$ cat config.mk
export PLATFORM = sky130hd
export DESIGN_NAME = rec_regs
export DESIGN_NICKNAME = d
export VERILOG_FILES = /design/src/rec_pkg.sv /design/src/rec_enable.sv /design/src/rec_regs.sv
export SDC_FILE = /design/constraint.sdc
export NUM_CORES = 1
export LEC_CHECK = 0
export ABC_AREA = 1
export BUFFER_PORTS_ARGS = -buffer_cell sky130_fd_sc_hd__buf_4
export CAP_MARGIN = 20
export CELL_PAD_IN_SITES_DETAIL_PLACEMENT = 0
export CELL_PAD_IN_SITES_GLOBAL_PLACEMENT = 1
export CORE_ASPECT_RATIO = 0.6
export CORE_MARGIN = 2
export CORE_UTILIZATION = 36
export CTS_BUF_LIST = sky130_fd_sc_hd__clkbuf_4 sky130_fd_sc_hd__clkbuf_8 sky130_fd_sc_hd__clkbuf_16
export CTS_CLUSTER_SIZE = 8
export DETAILED_ROUTE_END_ITERATION = 10
export GPL_TIMING_DRIVEN = 0
export HOLD_SLACK_MARGIN = 0.1
export PLACE_DENSITY_LB_ADDON = 0.1
export SYNTH_ARGS = -nofsm -noshare
export SYNTH_HDL_FRONTEND = slang
export SYNTH_SLANG_ARGS = --single-unit
$ cat constraint.sdc
create_clock -name sys_clk -period 1.4 [get_ports sys_clk]
set_input_delay 0.28 -clock sys_clk [delete_from_list [all_inputs] [get_ports sys_clk]]
set_output_delay 0.28 -clock sys_clk [all_outputs]
set_load 0.02 [all_outputs]
$ cat src/rec_pkg.sv
// Behaviour
// - The step-down two voltage code is six bits at 0x10 (1.5V base, 50mV steps) and is applied only while that regulator is off.
// - The linear one configuration at 0x12 is read/write in bits 3:0; bit 4 reads zero and the boot-slot field is read-only.
// - The three-bit boot-slot field is read-only, and codes 000, 101 and 110 keep the regulator off.
// - Boot-slot 001 keeps the regulator on whenever the battery or system rail is present.
// - Boot-slots 010, 011 and 100 turn the regulator on at 0%, 25% and 50% of the power-up delay.
// - Boot-slot 111 hands control to the enable selector once the power-up delay has fully elapsed.
// - The enable selector is ignored unless the boot-slot is 111.
// - Selector 00 turns the regulator off, with discharge in hard reset or when the policy bit is 1, and selector 01 turns it on.
// - Selector 10 turns the regulator on only while control input zero is high.
// - Selector 11 turns the regulator on only while control input one is high.
// - Discharge is active in hard reset, and also while the effective enable is low when the policy bit is 1.
// - Switch mode 1 runs the regulator as a load switch and mode 0 as a normal regulator.
// - The switch mode is latched internally and a new value takes effect only while the regulator is off.
// - The linear one voltage code is a five-bit read-only field at 0x13.
package rec_pkg;
    localparam logic [7:0] STEP_TWO_VCODE_ADDR = 8'h10;
    localparam logic [7:0] LIN_ONE_CFG_ADDR = 8'h12;
    localparam logic [7:0] LIN_ONE_VCODE_ADDR = 8'h13;
    localparam int SLOT_LSB = 5;
    localparam int DSC_BIT = 3;
    localparam int SEL_LSB = 1;
    localparam int MODE_BIT = 0;
    localparam logic [2:0] SLOT_OFF = 3'h0;
    localparam logic [2:0] SLOT_ALWAYS = 3'h1;
    localparam logic [2:0] SLOT_AT_0 = 3'h2;
    localparam logic [2:0] SLOT_AT_25 = 3'h3;
    localparam logic [2:0] SLOT_AT_50 = 3'h4;
    localparam logic [2:0] SLOT_SOFT = 3'h7;
    localparam logic [1:0] SEL_OFF = 2'h0;
    localparam logic [1:0] SEL_ON = 2'h1;
    localparam logic [1:0] SEL_IN0 = 2'h2;
    localparam logic [1:0] SEL_IN1 = 2'h3;
    localparam logic [5:0] STEP_TWO_VCODE_RESET = 6'h00;
    localparam logic [3:0] CFG_LOW_RESET = 4'h0;
    localparam int BOOT_DELAY_US = 100;
    localparam int CLK_MHZ = 10;
    localparam int BOOT_DELAY_CYCLES = BOOT_DELAY_US * CLK_MHZ;
endpackage

$ cat src/rec_enable.sv
`timescale 1ns/1ns
module rec_enable (
    input wire logic [2:0] slot,
    input wire logic [1:0] sel,
    input wire logic rail_present,
    input wire logic at_0,
    input wire logic at_25,
    input wire logic at_50,
    input wire logic at_100,
    input wire logic control_input_zero,
    input wire logic control_input_one,
    output logic enable
);
    logic soft_en;
    assign soft_en = (sel == rec_pkg::SEL_ON)
        | ((sel == rec_pkg::SEL_IN0) & control_input_zero)
        | ((sel == rec_pkg::SEL_IN1) & control_input_one);
    always_comb begin
        case (slot)
            rec_pkg::SLOT_ALWAYS: enable = rail_present;
            rec_pkg::SLOT_AT_0: enable = at_0;
            rec_pkg::SLOT_AT_25: enable = at_25;
            rec_pkg::SLOT_AT_50: enable = at_50;
            rec_pkg::SLOT_SOFT: enable = at_100 & soft_en;
            default: enable = 1'b0;
        endcase
    end
endmodule

$ cat src/rec_regs.sv
`timescale 1ns/1ns
module rec_regs #(
    parameter int BOOT_DELAY_CYCLES = rec_pkg::BOOT_DELAY_CYCLES,
    parameter logic [2:0] BOOT_SLOT = rec_pkg::SLOT_SOFT
) (
    input wire logic sys_clk,
    input wire logic rst,
    input wire logic clk_en,
    input wire logic [7:0] reg_addr,
    input wire logic [7:0] reg_wdata,
    input wire logic reg_write,
    input wire logic reg_read,
    output logic [7:0] reg_rdata,
    input wire logic [4:0] lin_one_vcode_in,
    input wire logic rail_present,
    input wire logic hard_reset,
    input wire logic step_two_enabled,
    input wire logic control_input_zero,
    input wire logic control_input_one,
    output logic lin_one_enable,
    output logic lin_one_discharge,
    output logic lin_one_switch_active,
    output logic [5:0] step_two_vcode_active
);
    localparam int CW = $clog2(BOOT_DELAY_CYCLES + 1);
    localparam logic [CW-1:0] FULL = CW'(BOOT_DELAY_CYCLES);
    localparam logic [CW-1:0] QUARTER = CW'(BOOT_DELAY_CYCLES / 4);
    localparam logic [CW-1:0] HALF = CW'(BOOT_DELAY_CYCLES / 2);

    logic [5:0] step_two_vcode_reg;
    logic [3:0] cfg_low_reg;
    logic [CW-1:0] boot_cnt_reg;
    logic [7:0] rdata_reg;
    logic enable_reg;
    logic discharge_reg;
    logic switch_reg;
    logic [5:0] vcode_active_reg;
    logic [7:0] rdata_next;
    logic en_now;
    logic wr_vcode;
    logic wr_cfg;
    logic at_0;
    logic at_25;
    logic at_50;
    logic at_100;
    logic [1:0] sel;

    assign wr_vcode = clk_en & reg_write
        & (reg_addr == rec_pkg::STEP_TWO_VCODE_ADDR);
    assign wr_cfg = clk_en & reg_write
        & (reg_addr == rec_pkg::LIN_ONE_CFG_ADDR);
    assign sel = cfg_low_reg[rec_pkg::SEL_LSB +: 2];
    assign at_0 = rail_present;
    assign at_25 = rail_present & (boot_cnt_reg >= QUARTER);
    assign at_50 = rail_present & (boot_cnt_reg >= HALF);
    assign at_100 = rail_present & (boot_cnt_reg >= FULL);

    // Read mux; unmapped and unused bits give zero
    assign rdata_next =
        (reg_addr == rec_pkg::STEP_TWO_VCODE_ADDR) ?
            {2'b00, step_two_vcode_reg} :
        (reg_addr == rec_pkg::LIN_ONE_CFG_ADDR) ?
            {BOOT_SLOT, 1'b0, cfg_low_reg} :
        (reg_addr == rec_pkg::LIN_ONE_VCODE_ADDR) ?
            {3'b000, lin_one_vcode_in} :
        8'h00;

    rec_enable u_enable (
        .slot(BOOT_SLOT),
        .sel(sel),
        .rail_present(rail_present),
        .at_0(at_0),
        .at_25(at_25),
        .at_50(at_50),
        .at_100(at_100),
        .control_input_zero(control_input_zero),
        .control_input_one(control_input_one),
        .enable(en_now)
    );

    always_ff @(posedge sys_clk) begin
        if (rst) begin
            step_two_vcode_reg <= rec_pkg::STEP_TWO_VCODE_RESET;
            cfg_low_reg <= rec_pkg::CFG_LOW_RESET;
        end else begin
            if (wr_vcode) begin
                step_two_vcode_reg <= reg_wdata[5:0];
            end
            if (wr_cfg) begin
                cfg_low_reg <= reg_wdata[3:0];
            end
        end
    end

    // Power-up delay timer, restarts when the rail is lost
    always_ff @(posedge sys_clk) begin
        if (rst || !rail_present) begin
            boot_cnt_reg <= '0;
        end else if (clk_en && boot_cnt_reg != FULL) begin
            boot_cnt_reg <= boot_cnt_reg + CW'(1);
        end
    end

    always_ff @(posedge sys_clk) begin
        if (rst) begin
            rdata_reg <= 8'h00;
            enable_reg <= 1'b0;
            discharge_reg <= 1'b0;
            switch_reg <= 1'b0;
            vcode_active_reg <= rec_pkg::STEP_TWO_VCODE_RESET;
        end else if (clk_en) begin
            if (reg_read) begin
                rdata_reg <= rdata_next;
            end
            enable_reg <= en_now;
            discharge_reg <= hard_reset
                | (cfg_low_reg[rec_pkg::DSC_BIT] & !en_now);
            if (!en_now) begin
                switch_reg <= cfg_low_reg[rec_pkg::MODE_BIT];
            end
            if (!step_two_enabled) begin
                vcode_active_reg <= step_two_vcode_reg;
            end
        end
    end

    assign reg_rdata = rdata_reg;
    assign lin_one_enable = enable_reg;
    assign lin_one_discharge = discharge_reg;
    assign lin_one_switch_active = switch_reg;
    assign step_two_vcode_active = vcode_active_reg;

    chk_switch_held: assert property (
        @(posedge sys_clk) disable iff (rst)
        clk_en && $past(clk_en) && enable_reg && $past(en_now)
            |-> $stable(switch_reg))
        else $error("switch mode changed while enabled");
    chk_vcode_held: assert property (
        @(posedge sys_clk) disable iff (rst)
        $past(step_two_enabled) && $past(clk_en) |-> $stable(vcode_active_reg))
        else $error("voltage code changed while enabled");
    chk_disch_policy: assert property (
        @(posedge sys_clk) disable iff (rst)
        clk_en && hard_reset |=> !clk_en || discharge_reg)
        else $error("no discharge in hard reset");
    chk_slot_gate: assert property (
        @(posedge sys_clk) disable iff (rst)
        clk_en && BOOT_SLOT != rec_pkg::SLOT_SOFT
            && BOOT_SLOT != rec_pkg::SLOT_ALWAYS && !rail_present
            |=> !clk_en || !enable_reg)
        else $error("enabled without rail");
    chk_sel_in0: assert property (
        @(posedge sys_clk) disable iff (rst)
        clk_en && BOOT_SLOT == rec_pkg::SLOT_SOFT && at_100
            && sel == rec_pkg::SEL_IN0
            |=> !clk_en || enable_reg == $past(control_input_zero))
        else $error("selector 10 wrong");
    chk_sel_in1: assert property (
        @(posedge sys_clk) disable iff (rst)
        clk_en && BOOT_SLOT == rec_pkg::SLOT_SOFT && at_100
            && sel == rec_pkg::SEL_IN1
            |=> !clk_en || enable_reg == $past(control_input_one))
        else $error("selector 11 wrong");
    chk_sel_off: assert property (
        @(posedge sys_clk) disable iff (rst)
        clk_en && sel == rec_pkg::SEL_OFF && BOOT_SLOT == rec_pkg::SLOT_SOFT
            |=> !clk_en || !enable_reg)
        else $error("selector 00 enabled");
    chk_read_zero: assert property (
        @(posedge sys_clk) disable iff (rst)
        clk_en && reg_read && reg_addr == rec_pkg::STEP_TWO_VCODE_ADDR
            |=> reg_rdata[7:6] == 2'b00)
        else $error("upper bits nonzero");

    chk_always_rail: assert property (
        @(posedge sys_clk) disable iff (rst)
        clk_en && BOOT_SLOT == rec_pkg::SLOT_ALWAYS
            |=> !clk_en
            || enable_reg == $past(rail_present))
        else $error("always-on slot does not follow rail");

    chk_slot_off: assert property (
        @(posedge sys_clk) disable iff (rst)
        clk_en && (BOOT_SLOT == rec_pkg::SLOT_OFF
            || BOOT_SLOT == 3'h5 || BOOT_SLOT == 3'h6)
            |=> !clk_en || !enable_reg)
        else $error("disabled slot enabled");

    chk_quarter_gate: assert property (
        @(posedge sys_clk) disable iff (rst)
        clk_en && BOOT_SLOT == rec_pkg::SLOT_AT_25
            && !at_25
            |=> !clk_en || !enable_reg)
        else $error("quarter slot enabled early");

    chk_half_gate: assert property (
        @(posedge sys_clk) disable iff (rst)
        clk_en && BOOT_SLOT == rec_pkg::SLOT_AT_50
            && !at_50
            |=> !clk_en || !enable_reg)
        else $error("half slot enabled early");

    chk_cfg_read: assert property (
        @(posedge sys_clk) disable iff (rst)
        clk_en && reg_read
            && reg_addr == rec_pkg::LIN_ONE_CFG_ADDR
            |=> reg_rdata[7:5] == BOOT_SLOT && !reg_rdata[4])
        else $error("config read slot field wrong");

    chk_vcode1_read: assert property (
        @(posedge sys_clk) disable iff (rst)
        clk_en && reg_read
            && reg_addr == rec_pkg::LIN_ONE_VCODE_ADDR
            |=> reg_rdata == {3'b000, $past(lin_one_vcode_in)})
        else $error("voltage code read wrong");

    chk_mode_apply: assert property (
        @(posedge sys_clk) disable iff (rst)
        clk_en && !en_now
            |=> lin_one_switch_active
            == $past(cfg_low_reg[rec_pkg::MODE_BIT]))
        else $error("switch mode not applied while off");

    chk_step_apply: assert property (
        @(posedge sys_clk) disable iff (rst)
        clk_en && !step_two_enabled
            |=> step_two_vcode_active
            == $past(step_two_vcode_reg))
        else $error("step-down code not applied while off");
endmodule

==> qor.yml, run 1 <==
timing:
  layout_min_cycle_time_ns: 1.32
  whs_ns: 0.187
  tightest_slew_ns: 0.484
  slew_headroom_pct: 67.8
  max_freq_ghz: 0.757
  skew_ns: 0.00209
  hold_viol_final: 0
  setup_viol: 0
  finalCritPeriodShare_pct: 94.4
  finalMaxSlewViolations: 0
  setup_slack_ns: 0.0785
logic_synthesis:
  synth_top_family_by_area: "simple AND/OR/NAND/NOR gates"
  synth-seq-cells: 36
  ys_types: 24
  synth_seq_area_share_pct: 39.3
  syn_nets: 309
  syn_area_um2: 1830
  synthXorXnorAreaFrac_pct: 1.43
  synth-compound-area-share_pct: 9.63
  syn_inst: 276
  muxShareOfSynthArea_pct: 0
  yosysWarnings: 0
  syn_avg_cell_area_um2: 6.64
  synthSimpleGateAreaFrac_pct: 39.1
  synth_fa_ha_area_share_pct: 1.37
setup_path:
  crit_required_ns: 1.62
  worstPathMaxFanout: 8
  worst-setup-path-type: "reg2reg"
  cp_slowest_cell: "dfxtp_4"
  crit_family: "simple AND/OR/NAND/NOR gates"
  cp.arrival_ns: 1.54
  max_stage_delay_ns: 0.37
  crit_path_start: "boot_cnt_reg[1]$_SDFFE_PP0P_"
  cp-start-kind: "register"
  critPathBufInv: 2
  endpoint_kind: "register"
  path_cells: "inv_2 > ha_4 > inv_1 > nor2_2 > nand3_4 > nand2_8 > nand2_1 > a21oi_2"
  timing.rr.start: "boot_cnt_reg[1]$_SDFFE_PP0P_"
die:
  initial_core_util_pct: 36.8
  die_height_um: 59.3
  die_width_um: 96.1
  dieArea_um2: 5690
  core-area_um2: 4980
  ios: 48
  rows: 20
place:
  place_congestion: 0.813
  hpwl_mm: 4.00
  port-buffer-count: 44
  post-place-ws_ns: -0.161
job:
  cap_violations: 0
clock_network:
  clkSinkCount: 36
  clock_latency_ns: 0.29
  cts_max_level: 2
  cts_hold_buf: 0
  numCtsBuffers: 5
  cts_tree: "done"
  cts_root_buf: "clkbuf_8"
  clockBufferDepth: 2
  clk_pin_slew_ns: 0.07
routing:
  viasPerCell: 4.77
  routed_wl_mm: 5.20
  vias: 1884
  wl_met3_um: 289
  met2_length_mm: 1.86
  first_pass_iters: 4
  first_iter_violations: 91
  ant_nets: 0
  detail_route.wl_per_cell_um: 13.2
  top_layer_used: "met4"
  route.detailed.drc: 0
  wl_met1_mm: 2.98
final_layout:
  n_fill_cell: 550
  largest_reg_flops: 10
  layout_common_cells: "64 x nand2_1, 54 x nor2_1, 48 x buf_4"
  final_common_cell: "nand2_1"
  areaGrowthSynthToFinish_pct: 32.2
  final_nets: 362
  antennaDiodeCount: 0
  layout-drive-gt1-share_pct: 26.4
worst_hold_path:
  hp-class: "in2reg"
  hold_path_startpoint: "rst"
global_routing:
  grt_use_total_pct: 19.4
  grt_pass1_wl_mm: 8.02
  grt_pass1_vias: 1604
  grt_max_degree: 11
  antenna_found_initial: 0
  gr-total-overflow: 0
power:
  irDropWorstVdd_uv: 329
  power.leakage_uw: 0.00109
  power.density_nw_per_um2: 866
status:
  status: "completed"
## final cells by class
cell class              count  area (um^2)  share of cell area (%)
clock inverters             1         5.00                   0.207
repair buffers             46          345                    14.3
well taps                  66         82.6                    3.41
plain buffers               7         46.3                    1.91
clock buffers               6         76.3                    3.15
multi-input cells         201         1010                    41.7
inverters                  32          123                    5.06
flip-flops and latches     36          733                    30.3
## final timing paths
kind	endpoint	slack, ns	depth (start not counted)
min reg2reg	cfg_low_reg[3]$_SDFFE_PP0P_	0.50	2
max reg2reg	boot_cnt_reg[4]$_SDFFE_PP0P_	0.08	8
min	cfg_low_reg[2]$_SDFFE_PP0P_	0.19	2
max	boot_cnt_reg[4]$_SDFFE_PP0P_	0.08	8
## per-stage QoR
step	util (%)	cells	setup TNS [ns]	total power, uW	cell area, um^2
finish	48.6	395	0	2100	2420
detailed placement	45.1	386	-1.38	1370	2240
global route	48.6	395	-0.0204	2200	2420
CTS	47.1	393	0	2100	2350
floorplan	-	276	0	1230	1830
global placement	45.1	386	-1.37	1370	2240
## cells in the mapped netlist (all sizes together)
cell / n / area share, %
nand4: 8 / 2.7
dfxtp: 36 / 39
nor2: 60 / 13
a31oi: 1 / 0.34
inv: 32 / 6.6
clkbuf: 3 / 1.2
ha: 2 / 1.4
xor2: 3 / 1.4
o21ai: 23 / 6.3
nor3: 4 / 2.3
nand2: 66 / 14
a21oi: 11 / 3.0
buf: 4 / 1.4
nand3: 23 / 6.8
## worst reg2reg max path, stage by stage (launching register included)
cell and delay [ns]:
dfxtp_4 0.37, inv_2 0.07, ha_4 0.15, inv_1 0.05
nor2_2 0.14, nand3_4 0.15, nand2_8 0.13, nand2_1 0.08
a21oi_2 0.12
## power by group
group          switching (uW)  leakage (uW)  internal, uW
Clock                     376     0.0000445           358
Sequential               18.4      0.000296          1050
Combinational             163      0.000745           132
Total                     557       0.00109          1540
## repair_timing
| item | in CTS | in global routing |
|---|---|---|
| pin swaps | 2 | 5 |
| resized for setup | 5 | 18 |
| buffers inserted | 0 | 2 |
| setup endpoints to repair | 9 | 11 |
## cells by family after synthesis
| family | after synthesis |
|---|---|
| XOR/XNOR | 3 |
| flip-flops | 36 |
| AO/OA/AOI/OAI | 35 |
| adder cells (fa/ha/maj) | 2 |
| AND/OR/NAND/NOR | 161 |
| buffers and inverters | 39 |
## routing by layer
| metal | global-route usage, % | vias to the layer above |
|---|---|---|
| li1 | - | 985 |
| met1 | 32.3 | 842 |
| met2 | 23.5 | 50 |
| met3 | 4.20 | 7 |
| met4 | 6.12 | 0 |
| met5 | 0 | - |
No activity file was read; power rests on OpenSTA's default activity.
==> run 2: changes to the inputs <==
- PLACE_DENSITY: not set -> 0.77
- PLACE_DENSITY_LB_ADDON: 0.1 -> not set
==> run 2 against run 1 <==
  * Sequential share of layout area rose by 0.35 points
  * Power rose by 2.2%
  * Flip-flop and latch count did not move
  * Highest routed layer unchanged
  * Largest cell class unchanged
  * Worst hold slack better by 0.0032 ns
  * Die area stayed put
  * Via count fell by 1.1%
  * Clock skew shrank 0.0011 ns
  * Routed wire length decreased by 5.6%
  * Utilization decreased by 0.88 points
  * Final area shrank 1.8%
  * Critical path type unchanged
  * Clock power rose by 7.8%
  * Largest power group unchanged
  * Final cell count fell by 0.25%
==> qor.yml, run 2 (synthesis gave the netlist of run 1 again) <==
timing:
  finalMaxSlewViolations: 0  # unchanged
  slew_headroom_pct: 69.0  # +1.2 points
  setup_viol: 0  # unchanged
  setup_tns_ns: 0  # unchanged
  layout_min_cycle_time_ns: 1.32  # -0.00486 ns
  hold_viol_final: 0  # unchanged
  setup_slack_ns: 0.0833  # +0.00486 ns
  max_freq_ghz: 0.759  # +0.37%
  rsz0062_at_grt: "no"
  skew_ns: 0.00104  # -0.00105 ns
  tightest_slew_ns: 0.466  # -0.0180 ns
  finalCritPeriodShare_pct: 94.0  # -0.35 points
setup_path:
  crit_family: "flip-flops"
  path_cells: "inv_2 > nor3_2 > nand3_2 > buf_4 > nand3_1 > a21oi_1"
  path_depth: 6  # -2
  cp.arrival_ns: 1.47  # -0.07 ns
  critPathBufInv: 2  # unchanged
  worst-setup-path-type: "reg2reg"
  worstPathMaxFanout: 6  # -2
  crit_required_ns: 1.56  # -0.06 ns
  endpoint_kind: "register"
  r2r_cells: 6  # -2
  cp_slowest_cell: "dfxtp_1"
  max_stage_delay_ns: 0.46  # +0.09 ns
  cp-start-kind: "register"
routing:
  ant_nets: 0  # unchanged
  vias: 1864  # -1.1%
  routed_wl_mm: 4.92  # -5.6%
  first_pass_iters: 4  # unchanged
  route.detailed.drc: 0  # unchanged
  first_iter_violations: 98  # +7.7%
  detail_route.wl_per_cell_um: 12.5  # -5.3%
  viasPerCell: 4.73  # -0.81%
die:
  die_height_um: 59.3  # unchanged
  dieArea_um2: 5690  # unchanged
  die_width_um: 96.1  # unchanged
  core-area_um2: 4980  # unchanged
  initial_core_util_pct: 36.8  # unchanged
  ios: 48  # unchanged
  rows: 20  # unchanged
final_layout:
  final_common_cell: "nand2_1"
  antennaDiodeCount: 0  # unchanged
  layout_common_cells: "64 x nand2_1, 54 x nor2_1, 47 x buf_4"
  fin_cells: 394  # -0.25%
  n_fill_cell: 530  # -3.6%
  areaGrowthSynthToFinish_pct: 29.8
  final_nets: 361  # -0.28%
  largest_reg_flops: 10  # unchanged
  layout-drive-gt1-share_pct: 24.7  # -1.7 points
clock_network:
  clockBufferDepth: 2  # unchanged
  cts_max_level: 2  # unchanged
  cts_root_buf: "clkbuf_8"
  numCtsBuffers: 5  # unchanged
  clock_latency_ns: 0.28  # about the same
  clk_pin_slew_ns: 0.07  # about the same
  clkSinkCount: 36  # unchanged
  cts_tree: "done"
place:
  place_inst: 386  # unchanged
  place_congestion: 0.832  # +2.3%
  post-place-ws_ns: -0.124  # +0.0364 ns
  port-buffer-count: 44  # unchanged
  hpwl_mm: 3.89  # -2.7%
power:
  pwr-share-clk_pct: 36.9  # +1.9 points
  irDropWorstVdd_uv: 334  # +1.7%
  power.leakage_uw: 0.00108  # -0.45%
  power.density_nw_per_um2: 901  # +4.0%
  netSwitchingPower_uw: 527  # -5.5%
  intPower_uw: 1620  # +4.9%
  p_total_uw: 2140  # +2.2%
  p_comb_share_pct: 13.1  # -0.9 points
  p_sw_share_pct: 24.6  # -2.0 points
  seqPwrFrac_pct: 49.9  # -1.1 points
global_routing:
  grt_max_degree: 11  # unchanged
  grt_use_total_pct: 18.1  # -1.3 points
  gr-total-overflow: 0  # unchanged
  antenna_found_initial: 0  # unchanged
  grt_pass1_vias: 1562  # -2.6%
  grt_pass1_wl_mm: 7.64  # -4.7%
job:
  cap_violations: 0  # unchanged
status:
  status: "completed"
worst_hold_path:
  hp-class: "in2reg"
  hold_depth: 2  # unchanged
-- run 2: cell types whose count changed in the layout (fill, tap and decap cells not counted), sizes merged --
cell	delta
clkbuf	+1
buf	-1
clkinv	-1
-- run 2: worst paths after layout --
| kind | startpoint | to | slack, ns |
|---|---|---|---|
| hold reg to reg | cfg_low_reg[3]$_SDFFE_PP0P_ | cfg_low_reg[3]$_SDFFE_PP0P_ | 0.49 |
| setup / recovery | boot_cnt_reg[3]$_SDFFE_PP0P_ | boot_cnt_reg[4]$_SDFFE_PP0P_ | 0.08 |
| setup reg to reg | boot_cnt_reg[3]$_SDFFE_PP0P_ | boot_cnt_reg[4]$_SDFFE_PP0P_ | 0.08 |
| hold / removal | rst | cfg_low_reg[2]$_SDFFE_PP0P_ | 0.19 |
-- run 2: per-layer routing --
metal	vias to the layer above	global-route usage, %	part of all wire (%)
met5	-	0	0
met4	0	4.90	0.75
met3	4	5.34	7.9
met2	53	21.5	35
met1	825	29.8	57
li1	982	-	-
-- run 2: per-stage QoR --
step	hold slack (ns)	area (um^2)	util (%)
after floorplan	0.349	1830	-
after global placement	0.474	2240	45.1
after CTS	0.181	2350	47.2
final	0.191	2380	47.8
after global routing	0.180	2380	47.8
after detailed placement	0.475	2240	45.1
-- run 2: layout make-up --
cell class | count | area, um^2 | share of cell area (%)
sequential | 36 | 728 | 30.6
buffer | 7 | 46.3 | 1.95
timing repair buffer | 45 | 338 | 14.2
multi-input combinational | 201 | 967 | 40.7
clock buffer | 7 | 96.3 | 4.05
inverter | 32 | 120 | 5.05
tap | 66 | 82.6 | 3.47
-- run 2: timing repair --
action / in CTS / in global routing
gates resized for setup: 4 / 8
setup buffers: 0 / 1
endpoints found under the setup margin: 9 / 11
pin swaps: 3 / 1
hold buffers: 0 / 0
-- run 2: power groups by stage --
stage / Combinational (uW) / Sequential, uW / Clock (uW)
CTS: 280 / 1070 / 820
finish: 282 / 1070 / 791
global placement: 278 / 1090 / 0
global route: 310 / 1070 / 847
detailed placement: 277 / 1090 / 0
floorplan: 107 / 1120 / 0
==> run 3: changes to the inputs <==
- PLACE_DENSITY: 0.77 -> 0.76
- SYNTH_HIERARCHICAL: not set -> 1
==> run 3 against run 2 <==
  * Largest cell class unchanged
  * Sequential power barely moved
  * The run now ends with negative setup slack left
  * Critical path depth up 7
  * Die area grew 4.6%
  * Via count is 5.9% higher
  * Combinational power rose by 8.2%
  * Sequential share of layout area is 2.0 points lower
  * Global-route usage rose by 0.93 points
  * Count of clock-buffer cells in the layout is the same
  * Non-clock buffer count up 9
==> qor.yml, run 3 <==
logic_synthesis:
  ys_types: 29  # +21%
  synth-edff-count: 0  # unchanged
  syn_avg_cell_area_um2: 6.62  # -0.21%
  syn_inst: 290  # +5.1%
  synth_top_area_share_pct: 37.5  # -1.8 points
  synth_seq_area_share_pct: 37.5  # -1.8 points
  synth_top_area_cell: "dfxtp_1"
  netlist_top_cells_count: "78 x nand2_1, 52 x nor2_1, 36 x dfxtp_1"
  synth_flop_cell: "dfxtp_1"
  yosysWarnings: 6  # +6
  synth-seq-cells: 36  # unchanged
  synthArstFlopShare_pct: 0  # unchanged
  syn_area_um2: 1920  # +4.8%
  yosysMostFrequentCell: "nand2_1"
  synth_area_leaders: "dfxtp_1 38%, nand2_1 15%, nor2_1 10%, o21ai_0 4.2%, a21oi_1 3.9%"
worst_hold_path:
  hold_depth: 3  # +1
  hp-class: "in2reg"
  hold_path_startpoint: "reg_wdata[5]"
  hold_path_end: "step_two_vcode_reg[5]$_SDFFE_PP0P_"
global_routing:
  grt_pass1_wl_mm: 8.71  # +14%
  grt_pass1_vias: 1719  # +10%
  busiest_layer: "met1"
  grt_use_total_pct: 19.0  # +0.93 points
  gr-total-overflow: 0  # unchanged
  use_met1_pct: 31.7  # +1.9 points
  antenna_found_initial: 0  # unchanged
  met3_usage_pct: 4.49  # -0.85 points
  grt_max_degree: 12  # +1
  grt_use_met2_pct: 22.9  # +1.4 points
status:
  status: "finished, violations left"
  violations: "negative setup slack"
final_layout:
  stdcell_area_um2: 2590  # +8.8%
  layout_common_cells: "76 x nand2_1, 54 x buf_4, 48 x nor2_1"
  largest_reg_flops: 10  # unchanged
  final_nets: 393  # +8.9%
  final_common_cell: "nand2_1"
  layout-drive-gt1-share_pct: 27.5  # +2.8 points
  antennaDiodeCount: 0  # unchanged
  areaGrowthSynthToFinish_pct: 34.7
  fin_cells: 426  # +8.1%
setup_path:
  r2r_setup_slack_ns: -0.05  # -0.13 ns
  reg2reg_to: "lin_one_switch_active$_SDFFE_PP0P_"
  max_stage_delay_ns: 0.35  # -0.11 ns
  r2r_cells: 13  # +7
  cp_slowest_cell: "dfxtp_2"
  cp.arrival_ns: 1.63  # +0.16 ns
  crit_family: "simple AND/OR/NAND/NOR gates"
  worst-setup-path-type: "reg2reg"
  path_cells: "nand2_2 > nor2_4 > inv_2 > nor3_2 > nand2_1 > nor2_1 > nand3_1 > nand2_1 > nand2_1 > nand2_2 > nor2_2 > o21ai_1 > nor2_1"
  worstPathMaxFanout: 3  # -3
  crit_path_frequent_cell: "nand2_1"
  timing.rr.start: "boot_cnt_reg[6]$_SDFFE_PP0P_"
  cp-start-kind: "register"
  crit_required_ns: 1.58  # +0.02 ns
  endpoint_kind: "register"
  critPathBufInv: 1  # -1
routing:
  viasPerCell: 4.63  # -2.1%
  first_pass_iters: 4  # unchanged
  ant_nets: 0  # unchanged
  first_iter_violations: 182  # +86%
  routed_wl_mm: 5.46  # +11%
  detail_route.wl_per_cell_um: 12.8  # +2.6%
  route.detailed.drc: 0  # unchanged
  vias: 1974  # +5.9%
clock_network:
  clk_pin_slew_ns: 0.07  # about the same
  clock_latency_ns: 0.29  # about the same
  cts_tree: "done"
  cts_root_buf: "clkbuf_8"
  clockBufferDepth: 2  # unchanged
  cts_max_level: 2  # unchanged
  cts_hold_buf: 0  # unchanged
  numCtsBuffers: 5  # unchanged
  clkSinkCount: 36  # unchanged
place:
  place_area_um2: 2360  # +5.3%
  hpwl_mm: 4.19  # +7.6%
  place_congestion: 0.856  # +2.9%
  port-buffer-count: 43  # -2.3%
  place_inst: 408  # +5.7%
die:
  die_height_um: 60.6  # +2.2%
  rows: 20  # unchanged
  core-area_um2: 5100  # +2.5%
  die_width_um: 98.3  # +2.3%
  ios: 48  # unchanged
  dieArea_um2: 5950  # +4.6%
  initial_core_util_pct: 37.6  # +0.84 points
timing:
  skew_ns: 0.00444  # +0.00340 ns
  hold_viol_final: 0  # unchanged
  max_freq_ghz: 0.691  # -9.0%
  finalCritPeriodShare_pct: 103  # +9.3 points
  setup_viol: 9  # +9
  rsz0062_at_grt: "yes"
  whs_ns: 0.223  # +0.0320 ns
  setup_slack_ns: -0.0476  # -0.131 ns
  finalMaxSlewViolations: 0  # unchanged
  layout_min_cycle_time_ns: 1.45  # +0.131 ns
power:
  power.leakage_uw: 0.00119  # +10%
  irDropWorstVdd_uv: 539  # +61%
  p_total_uw: 2180  # +1.7%
  power.density_nw_per_um2: 842  # -6.6%
job:
  cap_violations: 0  # unchanged
-- run 3: cell types whose count changed in the layout (fill, tap and decap cells not counted), sizes merged, moves of 2 or more --
cell    delta
nand3b     +3
nor3       +7
nand2     +17
nand4      -3
nand3     -10
nor2       -3
a31oi      +2
a21oi      +4
conb      +10
buf       +10
inv       -10
-- run 3: worst max path at each step --
| stage | cells past startpoint | slack, ns | startpoint | to |
|---|---|---|---|---|
| final | 13 | -0.05 | boot_cnt_reg[6]$_SDFFE_PP0P_ | lin_one_switch_active$_SDFFE_PP0P_ |
| after global routing | 13 | -0.21 | boot_cnt_reg[6]$_SDFFE_PP0P_ | lin_one_switch_active$_SDFFE_PP0P_ |
| after CTS | 13 | -0.10 | boot_cnt_reg[8]$_SDFFE_PP0P_ | lin_one_switch_active$_SDFFE_PP0P_ |
| after detailed placement | 11 | -0.29 | boot_cnt_reg[5]$_SDFFE_PP0P_ | lin_one_switch_active$_SDFFE_PP0P_ |
| after global placement | 11 | -0.26 | boot_cnt_reg[5]$_SDFFE_PP0P_ | lin_one_switch_active$_SDFFE_PP0P_ |
| after floorplan | 13 | 0.01 | boot_cnt_reg[7]$_SDFFE_PP0P_ | lin_one_switch_active$_SDFFE_PP0P_ |
-- run 3: per-layer routing --
layer,vias to the layer above,routed length (um)
li1,1068,-
met1,832,3040
met2,66,1830
met3,8,529
met4,0,55
met5,-,0
-- run 3: cell families (layout without fill, tap and decap cells) --
kind of cell	count (synthesis)	after routing	synth area share, %
AND/OR/NAND/NOR	173	173	40.4
AO/OA/AOI/OAI	44	44	12.2
flip-flops	36	36	37.5
XOR/XNOR	3	3	1.37
other	1	10	0.195
adder cells (fa/ha/maj)	3	3	1.95
buffers and inverters	30	91	6.38
-- run 3: worst min-delay path: cells and delay by family --
| family | cells | cell delay, ns |
|---|---|---|
| AND/OR/NAND/NOR | 2 | 0.12 |
| buffers and inverters | 1 | 0.08 |
-- run 3: through the flow --
step / setup TNS, ns / util (%) / setup slack [ns]
4_1_cts: -0.287 / 50.0 / -0.100
2_1_floorplan: 0 / - / 0.0102
3_5_place_dp: -3.03 / 46.3 / -0.289
6_report: -0.276 / 50.7 / -0.0476
5_1_grt: -1.59 / 50.7 / -0.208
3_3_place_gp: -2.42 / 46.3 / -0.264
-- run 3: area by class of cell --
cell class                      count  area, um^2
Fill cell                         554        2520
Multi-Input combinational cell    233        1140
Sequential cell                    36         739
Timing Repair Buffer               53         398
Clock buffer                        7        90.1
Inverter                           22        82.6
Tap cell                           66        82.6
Buffer                              8        46.3
Clock inverter                      1        7.51
-- run 3: power by group --
part | total [uW] | internal, uW | switching [uW] | leakage, uW
clock | 806 | 420 | 387 | 0.0000479
combinational | 305 | 131 | 174 | 0.000846
sequential | 1070 | 1050 | 19.1 | 0.000298
total | 2180 | 1600 | 580 | 0.00119
-- run 3: repair_timing --
| item | CTS | global route |
|---|---|---|
| pin swaps | 3 | 3 |
| setup endpoints to repair | 13 | 13 |
| gates resized for setup | 15 | 10 |
| setup buffers | 8 | 2 |
